<file path="src/hdl/prog_pin_pkg.sv">
package prog_pin_pkg;

  // -------------------------------------------------------------
  // Pin positions inside the synchronised pin vector
  // -------------------------------------------------------------
  localparam int PIN_COUNT      = 8;
  localparam int PIN_ENABLE_N   = 0;
  localparam int PIN_DATA_IN    = 1;
  localparam int PIN_MODE_CTRL  = 2;
  localparam int PIN_DATA_OUT   = 3;
  localparam int PIN_SHIFT_CLK  = 4;
  localparam int PIN_PRIMARY    = 5;
  localparam int PIN_RESET_CLK  = 6;
  localparam int PIN_GLOBAL_OE  = 7;

  // -------------------------------------------------------------
  // Reset values
  // -------------------------------------------------------------
  // Enable and reset/clock pins idle high: not programming, no reset asserted
  localparam logic [PIN_COUNT-1:0] PIN_RESET_VALUE = 8'h41;
  localparam int                   SHIFT_WIDTH     = 8;

  // -------------------------------------------------------------
  // Test-port state machine, Gray coded along idle-select-shift-update
  // -------------------------------------------------------------
  typedef enum logic [1:0] {
    PORT_IDLE   = 2'h0,
    PORT_SELECT = 2'h1,
    PORT_SHIFT  = 2'h3,
    PORT_UPDATE = 2'h2
  } port_state_type;

endpackage

</file>
<file path="src/hdl/pin_sync.sv">
`timescale 1ns/1ps

module pin_sync #(
  parameter int                 WIDTH      = 1,
  parameter logic [WIDTH-1:0]   RESET_VAL  = '0
) (
  input  wire logic             clk,
  input  wire logic             resetn,
  input  wire logic [WIDTH-1:0] pin,
  output logic      [WIDTH-1:0] level
);

  logic [WIDTH-1:0] stage1;
  logic [WIDTH-1:0] next_stage1;
  logic [WIDTH-1:0] next_level;

  always_comb begin
    next_stage1 = resetn ? pin : RESET_VAL;
    next_level  = resetn ? stage1 : RESET_VAL;
  end

  always_ff @(posedge clk) begin
    stage1 <= next_stage1;
    level  <= next_level;
  end

endmodule

</file>
<file path="src/hdl/prog_pin_function_select.sv">
`timescale 1ns/1ps
// Overview of operation
// - Programming mode holds while the enable pin is low; test pins live.
// - Data-in pin shifts programming data, else is logic input zero.
// - Mode-control pin steers the test-port state machine in programming.
// - Data-out pin shows shift bits in programming, else logic input one.
// - Shift-clock pin clocks the test port, else is a dedicated clock.
// - Reset/clock pin low resets the test-port state, shift register and data outputs, or acts as a clock.
// - Primary clock pin reaches a clock input of every logic block group.
// - Global output-enable pin gates the general-purpose output drivers.

module prog_pin_function_select #(
  parameter int GROUPS = 4,
  parameter int WIDTH  = prog_pin_pkg::SHIFT_WIDTH
) (
  input  wire logic              clk,
  input  wire logic              resetn,
  input  wire logic              prog_port_enable_n,
  input  wire logic              data_in_pin,
  input  wire logic              mode_ctrl_pin,
  input  wire logic              data_out_pin_in,
  output logic                   data_out_pin_out,
  output logic                   data_out_pin_oe,
  input  wire logic              shift_clk_pin,
  input  wire logic              primary_clock_pin,
  input  wire logic              reset_clock_pin,
  input  wire logic              reset_pin_is_clock,
  input  wire logic              global_oe_pin,
  output logic                   prog_mode,
  output logic                   logic_in0,
  output logic                   logic_in1,
  output logic [GROUPS-1:0]      primary_clock_en,
  output logic                   secondary_clock_en,
  output logic                   tertiary_clock_en,
  output logic                   global_reset_n,
  output logic                   io_output_enable,
  output logic [WIDTH-1:0]       prog_data,
  output logic                   prog_data_valid
);

  // -------------------------------------------------------------
  // Pin synchronisers
  // -------------------------------------------------------------
  logic [prog_pin_pkg::PIN_COUNT-1:0] pins;
  logic [prog_pin_pkg::PIN_COUNT-1:0] lvl;

  assign pins = {global_oe_pin, reset_clock_pin, primary_clock_pin,
                 shift_clk_pin, data_out_pin_in, mode_ctrl_pin,
                 data_in_pin, prog_port_enable_n};

  pin_sync #(
    .WIDTH     (prog_pin_pkg::PIN_COUNT),
    .RESET_VAL (prog_pin_pkg::PIN_RESET_VALUE)
  ) u_sync (
    .clk    (clk),
    .resetn (resetn),
    .pin    (pins),
    .level  (lvl)
  );

  // -------------------------------------------------------------
  // State
  // -------------------------------------------------------------
  prog_pin_pkg::port_state_type state;
  prog_pin_pkg::port_state_type next_state;
  logic              tck_q, y0_q, y1_q;
  logic              next_tck_q, next_y0_q, next_y1_q;
  logic [WIDTH-1:0]  shreg, next_shreg;
  logic [WIDTH-1:0]  next_prog_data;
  logic              next_prog_data_valid;
  logic              next_data_out_pin_out, next_data_out_pin_oe;
  logic              next_prog_mode, next_logic_in0, next_logic_in1;
  logic [GROUPS-1:0] next_primary_clock_en;
  logic              next_secondary_clock_en, next_tertiary_clock_en;
  logic              next_global_reset_n, next_io_output_enable;
  logic              progl, tck_rise, pin_reset;

  always_comb begin
    progl     = ~lvl[prog_pin_pkg::PIN_ENABLE_N];
    tck_rise  = lvl[prog_pin_pkg::PIN_SHIFT_CLK] & ~tck_q;
    pin_reset = ~reset_pin_is_clock
              & ~lvl[prog_pin_pkg::PIN_RESET_CLK];

    next_tck_q = lvl[prog_pin_pkg::PIN_SHIFT_CLK];
    next_y0_q  = lvl[prog_pin_pkg::PIN_PRIMARY];
    next_y1_q  = lvl[prog_pin_pkg::PIN_RESET_CLK];
    next_state = state;
    next_shreg = shreg;
    next_prog_data       = prog_data;
    next_prog_data_valid = 1'b0;

    // Test port advances only on shift-clock edges while programming
    if (progl && tck_rise) begin
      case (state)
        prog_pin_pkg::PORT_IDLE: begin
          if (lvl[prog_pin_pkg::PIN_MODE_CTRL]) begin
            next_state = prog_pin_pkg::PORT_SELECT;
          end
        end
        prog_pin_pkg::PORT_SELECT: begin
          next_state = lvl[prog_pin_pkg::PIN_MODE_CTRL]
                     ? prog_pin_pkg::PORT_IDLE : prog_pin_pkg::PORT_SHIFT;
        end
        prog_pin_pkg::PORT_SHIFT: begin
          next_shreg = {lvl[prog_pin_pkg::PIN_DATA_IN],
                        shreg[WIDTH-1:1]};
          if (lvl[prog_pin_pkg::PIN_MODE_CTRL]) begin
            next_state = prog_pin_pkg::PORT_UPDATE;
          end
        end
        prog_pin_pkg::PORT_UPDATE: begin
          next_prog_data       = shreg;
          next_prog_data_valid = 1'b1;
          next_state = lvl[prog_pin_pkg::PIN_MODE_CTRL]
                     ? prog_pin_pkg::PORT_SELECT : prog_pin_pkg::PORT_IDLE;
        end
        default: next_state = prog_pin_pkg::PORT_IDLE;
      endcase
    end
    if (!progl) begin
      next_state = prog_pin_pkg::PORT_IDLE;
    end

    // Roles follow the current enable level, registered at the next clock edge
    next_prog_mode        = progl;
    next_data_out_pin_oe  = progl;
    next_data_out_pin_out = progl & shreg[0];
    next_logic_in0 = ~progl & lvl[prog_pin_pkg::PIN_DATA_IN];
    next_logic_in1 = ~progl & lvl[prog_pin_pkg::PIN_DATA_OUT];
    next_tertiary_clock_en = ~progl & tck_rise;
    next_primary_clock_en  = {GROUPS{lvl[prog_pin_pkg::PIN_PRIMARY]
                                     & ~y0_q}};
    next_secondary_clock_en = reset_pin_is_clock
                            & lvl[prog_pin_pkg::PIN_RESET_CLK] & ~y1_q;
    next_global_reset_n   = ~pin_reset;
    next_io_output_enable = lvl[prog_pin_pkg::PIN_GLOBAL_OE];

    if (pin_reset) begin
      next_state           = prog_pin_pkg::PORT_IDLE;
      next_shreg           = '0;
      next_prog_data       = '0;
      next_prog_data_valid = 1'b0;
      next_data_out_pin_out = 1'b0;
    end
  end

  always_ff @(posedge clk) begin
    if (!resetn) begin
      state              <= prog_pin_pkg::PORT_IDLE;
      tck_q              <= 1'b0;
      y0_q               <= 1'b0;
      y1_q               <= 1'b1;
      shreg              <= '0;
      prog_data          <= '0;
      prog_data_valid    <= 1'b0;
      data_out_pin_out   <= 1'b0;
      data_out_pin_oe    <= 1'b0;
      prog_mode          <= 1'b0;
      logic_in0          <= 1'b0;
      logic_in1          <= 1'b0;
      primary_clock_en   <= '0;
      secondary_clock_en <= 1'b0;
      tertiary_clock_en  <= 1'b0;
      global_reset_n     <= 1'b1;
      io_output_enable   <= 1'b0;
    end else begin
      state              <= next_state;
      tck_q              <= next_tck_q;
      y0_q               <= next_y0_q;
      y1_q               <= next_y1_q;
      shreg              <= next_shreg;
      prog_data          <= next_prog_data;
      prog_data_valid    <= next_prog_data_valid;
      data_out_pin_out   <= next_data_out_pin_out;
      data_out_pin_oe    <= next_data_out_pin_oe;
      prog_mode          <= next_prog_mode;
      logic_in0          <= next_logic_in0;
      logic_in1          <= next_logic_in1;
      primary_clock_en   <= next_primary_clock_en;
      secondary_clock_en <= next_secondary_clock_en;
      tertiary_clock_en  <= next_tertiary_clock_en;
      global_reset_n     <= next_global_reset_n;
      io_output_enable   <= next_io_output_enable;
    end
  end
endmodule

</file>
<file path="config.mk">
export PLATFORM = sky130hd
export DESIGN_NAME = prog_pin_function_select
export DESIGN_NICKNAME = d
export VERILOG_FILES = /design/src/hdl/prog_pin_pkg.sv /design/src/hdl/pin_sync.sv /design/src/hdl/prog_pin_function_select.sv
export SDC_FILE = /design/constraint.sdc
export NUM_CORES = 1
export LEC_CHECK = 0
export ABC_AREA = 1
export BUFFER_PORTS_ARGS = -buffer_cell sky130_fd_sc_hd__buf_2
export CORE_MARGIN = 5
export CORE_UTILIZATION = 49
export CTS_BUF_LIST = sky130_fd_sc_hd__clkbuf_16
export CTS_CLUSTER_SIZE = 8
export DETAILED_ROUTE_END_ITERATION = 10
export PLACE_DENSITY = 0.73
export REMOVE_ABC_BUFFERS = 1
export SLEW_MARGIN = 20
export SYNTH_ARGS = -nofsm -noshare
export SYNTH_HDL_FRONTEND = slang
export SYNTH_SLANG_ARGS = --single-unit
</file>
<file path="constraint.sdc">
create_clock -name clk -period 1.25 [get_ports clk]
set_input_delay 0.125 -clock clk [delete_from_list [all_inputs] [get_ports clk]]
set_output_delay 0.125 -clock clk [all_outputs]
set_load 0.03 [all_outputs]
</file>
### Word level (Yosys, flattened, before mapping)

Index checks and enable logic that the tools add are counted.

| word-level totals | value |
|---|---|
| input bits | 11 |
| word-level logic and storage cells | 55 |
| bits in registers | 47 |
| output and inout bits | 22 |

| cells by class | value |
|---|---|
| equality and inequality tests | 5 |
| mux-type cells | 6 |
| bitwise gates (word level) | 18 |
| reductions and logical operators | 8 |

Operator list:

| operator | number |
|---|---|
| 1-bit AND | 9 |
| 1-bit NOT | 9 |
| 2-bit one-hot mux with 4 select lines | 1 |
| 2-bit 2-to-1 mux | 3 |
| 3-bit OR reduction | 2 |
| 2-bit == test, second input constant | 2 |
| 2-bit by 1-bit != test with 1-bit output, second input constant | 2 |
| 2-bit AND reduction | 2 |
| 3-bit AND reduction | 1 |
| 2-bit by 1-bit == test with 1-bit output, second input constant | 1 |
| 2-bit logical NOT | 1 |
| 1-bit 2-to-1 mux | 2 |
| 2-bit OR reduction | 1 |
| 1-bit logical AND | 1 |

### Longest topological paths before layout

| logic depth | value |
|---|---|
| depth in word-level cells | 5 |
| gate-level depth with buffers | 7 |
| gate-level depth less buffers | 6 |

### By module

From an unflattened synthesis, not the netlist that was laid out.

| unflattened totals | value |
|---|---|
| cells, all modules | 206 |
| area, all modules | 1660.3 µm² |

Modules (own cells, without submodules):

| module | area each (µm²) | times used | cells an instance |
|---|---|---|---|
| prog_pin_function_select | 1173.6 | 1 | 156 |
| pin_sync | 486.7 | 1 | 50 |

### Worst setup path after synthesis

No wires, ideal clock.

| path | value |
|---|---|
| path kind | flip-flop to flip-flop |
| start point | register u_sync.level[0] |
| end point | register shreg[5] |
| setup time | 0.113 ns |
| slack | 0.249 ns |
| arrival | 0.889 ns |
| stages on the path, launching flop included | 8 |
| cells stage by stage | dfxtp_1 inv_1 nand2_1 nor2_4 buf_6 nand2_1 nand2_1 nor2_1 |

| between the ends | value |
|---|---|
| longest elaborated chain between the ends | 3 |

Ends and longest elaborated chain:

| what | RTL line | text |
|---|---|---|
| from (decl) | pin_sync.sv:10 | `output logic [WIDTH-1:0] level` |
| from (signal assigned) | pin_sync.sv:24 | `level <= next_level;` |
| 1-bit NOT | prog_pin_function_select.sv:79 | `progl = ~lvl[prog_pin_pkg::PIN_ENABLE_N];` |
| 1-bit logical AND | prog_pin_function_select.sv:93 | `if (progl && tck_rise) begin` |
| 2-bit AND reduction (no source line) | n/a |  |
| to (signal assigned) | prog_pin_function_select.sv:171 | `shreg <= next_shreg;` |
| to (decl) | prog_pin_function_select.sv:68 | `logic [WIDTH-1:0] shreg, next_shreg;` |

Every way passes these cells.
A chain may end at the register's enable or synchronous reset.

### Worst setup path in the final report

| path | value |
|---|---|
| start point | register u_sync.level[4] |
| end point | register prog_data[5] |

| between the ends | value |
|---|---|
| longest elaborated chain between the ends | 3 |

Ends and longest elaborated chain:

| what | RTL line | text |
|---|---|---|
| 1-bit AND | prog_pin_function_select.sv:80 | `tck_rise = lvl[prog_pin_pkg::PIN_SHIFT_CLK] & ~tck_q;` |
| 1-bit logical AND | prog_pin_function_select.sv:93 |  |
| 2-bit AND reduction (no source line) | n/a |  |
| to (signal assigned) | prog_pin_function_select.sv:172 | `prog_data <= next_prog_data;` |
| to (decl) | prog_pin_function_select.sv:37 | `output logic [WIDTH-1:0] prog_data,` |

Every way passes these cells.

==> impl_metrics.env <==
export IMPL_status="finished clean"
export IMPL_nets=247
export IMPL_cp_arrival_ps=1270
export IMPL_synth_seq_cells=47
export IMPL_min_path_type="in -> reg"
export IMPL_layout_setup_ws_ps=159
export IMPL_clk_latency_ps=280
export IMPL_reg2regPathDepth=6
export IMPL_cts_sink_count=47
export IMPL_worstSetupStartpointType="flop"
export IMPL_start_util_pct=51.9
export IMPL_clkTransAtPathRegs_ps=60
export IMPL_grtUsageTotal_pct=13.7
export IMPL_cts_max_path_buffers=2
export IMPL_dp_slack_ps=127
export IMPL_drive_gt1_share_pct=22.4
export IMPL_tns_ps=0
export IMPL_worstSetupPathType="reg -> reg"
export IMPL_postSynthAreaPerCell_sq_um=8.01
export IMPL_grt_pass1_wl_um=4440
export IMPL_period_share_pct=87.3
export IMPL_syn_to_final_growth_pct=21.9
export IMPL_final_area_sq_um=1960
export IMPL_port_buffers=32
export IMPL_synthFlopType="dfxtp_1"
export IMPL_yosys_cell_types_count=16
export IMPL_hold_depth=3
export IMPL_hold_buffers=0
export IMPL_floorplan_rows=20
export IMPL_finalClockSkew_ps=5.50
export IMPL_routedWlPerCell_um=9.53
export IMPL_fp_dieH_um=67.3
export IMPL_min_to="u_sync.stage1[5]"
export IMPL_ir_worst_vdd_mv=1.04
export IMPL_end_kind="flop"
export IMPL_vias=1203
export IMPL_vias_per_cell=4.28
export IMPL_async_reset_ff_share_pct=0
export IMPL_dr_pass1_iters=4
export IMPL_ys_warn_count=0
export IMPL_die_w_um=67.3
export IMPL_drc=0
export IMPL_synth_area_sq_um=1610
export IMPL_cp_startpoint="u_sync.level[4]"
export IMPL_fin_crit_ps=1090
export IMPL_hp_start="primary_clock_pin"
export IMPL_cts_root_buf="clkbuf_16"
export IMPL_antenna_found_initial=0
export IMPL_dp_cells=272
export IMPL_drt_total_wl_um=2680
export IMPL_h_tree_depth=2
export IMPL_power_density_nw_per_um2=1480
export IMPL_timing_reg2reg_setup_slack_ps=160
export IMPL_rsz0062_at_grt="false"
export IMPL_cts_buffers=5
export IMPL_worst_slew_pin_slew_ps=393
export IMPL_slew_viol_final=0
export IMPL_cpMaxStageDelayCell="dfxtp_1"
export IMPL_dp_hpwl_um=1800
export IMPL_max_stage_delay_ps=380
export IMPL_maxSlewHeadroom_pct=73.7
export IMPL_totalPowerFinal_mw=2.90
export IMPL_timing_max_cap_violations=0
export IMPL_cts_tree="done"
export IMPL_first_global_vias=1032
export IMPL_worstPathCellList="nand2_1, nor2_1, buf_4, nand3_1, nand2_1, nor2_1"
export IMPL_whs_ps=18.1
export IMPL_utilization_pct=63.2
export IMPL_grt_start_max_net_pins=18
export IMPL_power_leakage_nw=0.983
export IMPL_max_freq_ghz=0.917
export IMPL_fin_cells=281
export IMPL_die_area_sq_um=4530
export IMPL_yosysTopAreaCell="dfxtp_1"
export IMPL_setup_viol=0
export IMPL_insertedDiodeCount=0
export IMPL_critPathMaxFanout=11
export IMPL_reg2reg_from="u_sync.level[4]"
export IMPL_timing_rr_end="prog_data[5]"
export IMPL_cts_resized_gates=0
export IMPL_synth_edf_count=0
export IMPL_nFillCells=317
export IMPL_synth_top_area_share_pct=58.5
export IMPL_synthTopCellsByArea="dfxtp_1 58%, nand2_1 11%, nor2_1 9.6%"
export IMPL_ys_seq_area_share_pct=58.5
export IMPL_synth_cells=201
export IMPL_grt_ovfl_total=0
export IMPL_place_area_sq_um=1800
export IMPL_post_cts_buffers=0
export IMPL_ios=33
export IMPL_cp_required_ps=1430
export IMPL_core_sq_um=3100
export IMPL_synthTopCellsByCount="49 x nand2_1, 47 x dfxtp_1, 41 x nor2_1"
export IMPL_ant_nets=0
export IMPL_gp_congestion=0.736
export IMPL_hold_viol=0
export IMPL_drt_iter0_drc=95
export IMPL_synth_most_common_cell="nand2_1"
[metal layers]
| metal | vias to the layer above | wire length, um | global-route usage (%) |
|---|---|---|---|
| li1 | 650 | - | - |
| met1 | 519 | 1220 | 15.6 |
| met2 | 28 | 1230 | 21.6 |
| met3 | 6 | 172 | 5.99 |
| met4 | 0 | 57 | 6.84 |
| met5 | - | 0 | 0 |
[logic make-up (layout without fill, tap and decap cells)]
family          count (synthesis)  count (layout)  share of synthesized area [%]
buf+inv                        41              77                           11.6
flops                          47              47                           58.5
simple gates                  111             111                           29.3
compound gates                  2               2                          0.622
[registers in the layout, summed over array words and instances, names as in the netlist]
| signal | count |
|---|---|
| data_out_pin_out | 1 |
| global_reset_n | 1 |
| io_output_enable | 1 |
| logic_in0 | 1 |
| logic_in1 | 1 |
| primary_clock_en | 1 |
| prog_data | 8 |
| prog_data_valid | 1 |
| prog_mode | 1 |
| secondary_clock_en | 1 |
| shreg | 8 |
| state | 2 |
| tck_q | 1 |
| tertiary_clock_en | 1 |
| u_sync.level | 8 |
| u_sync.stage1 | 8 |
| y0_q | 1 |
| y1_q | 1 |
[power by group]
group | total (mW) | internal (mW) | switching [mW] | leakage (nW)
registers | 1.54 | 1.53 | 0.0103 | 0.383
logic | 0.123 | 0.0438 | 0.0791 | 0.529
clock network | 1.24 | 0.728 | 0.508 | 0.0710
total | 2.90 | 2.30 | 0.597 | 0.983
[cells in the final DEF (no fill, tap or decap)]
cell type | netlist | routed
nor2_1 | 41 | 41
buf_12 | 0 | 2
buf_4 | 6 | 3
nor2_4 | 2 | 2
and2_2 | 1 | 1
nand2_1 | 49 | 49
inv_1 | 32 | 33
or2_2 | 4 | 4
nand3_1 | 9 | 9
clkinvlp_4 | 0 | 1
clkbuf_16 | 0 | 5
nor3_1 | 2 | 2
nand3_2 | 1 | 1
clkinv_2 | 0 | 1
nand3b_1 | 1 | 1
dfxtp_1 | 47 | 47
a21oi_1 | 2 | 2
nor2_2 | 1 | 1
buf_2 | 2 | 32
[layout make-up]
type	count	area [sq um]	area share [%]
Sequential cell	47	941	48.0
Multi-Input combinational cell	113	482	24.6
Timing Repair Buffer	37	223	11.4
Clock buffer	5	125	6.38
Inverter	32	120	6.12
Tap cell	44	55.1	2.81
Clock inverter	3	16.3	0.829
[worst max-delay path, delay by kind of cell (launching register included)]
kind / cells / cell delay (ps)
buf+inv: 1 / 180
flops: 1 / 380
simple gates: 5 / 420
[how the worst max path moves through the flow]
stage               slack, ps                   to  cells after the start
detailed placement        130             shreg[1]                      6
CTS                       100             shreg[4]                      5
floorplan                  90  primary_clock_en[0]                      0
global route               50         prog_data[5]                      6
global placement          170             shreg[1]                      5
finish                    160         prog_data[5]                      6
Power figures use the tool's default switching activity.
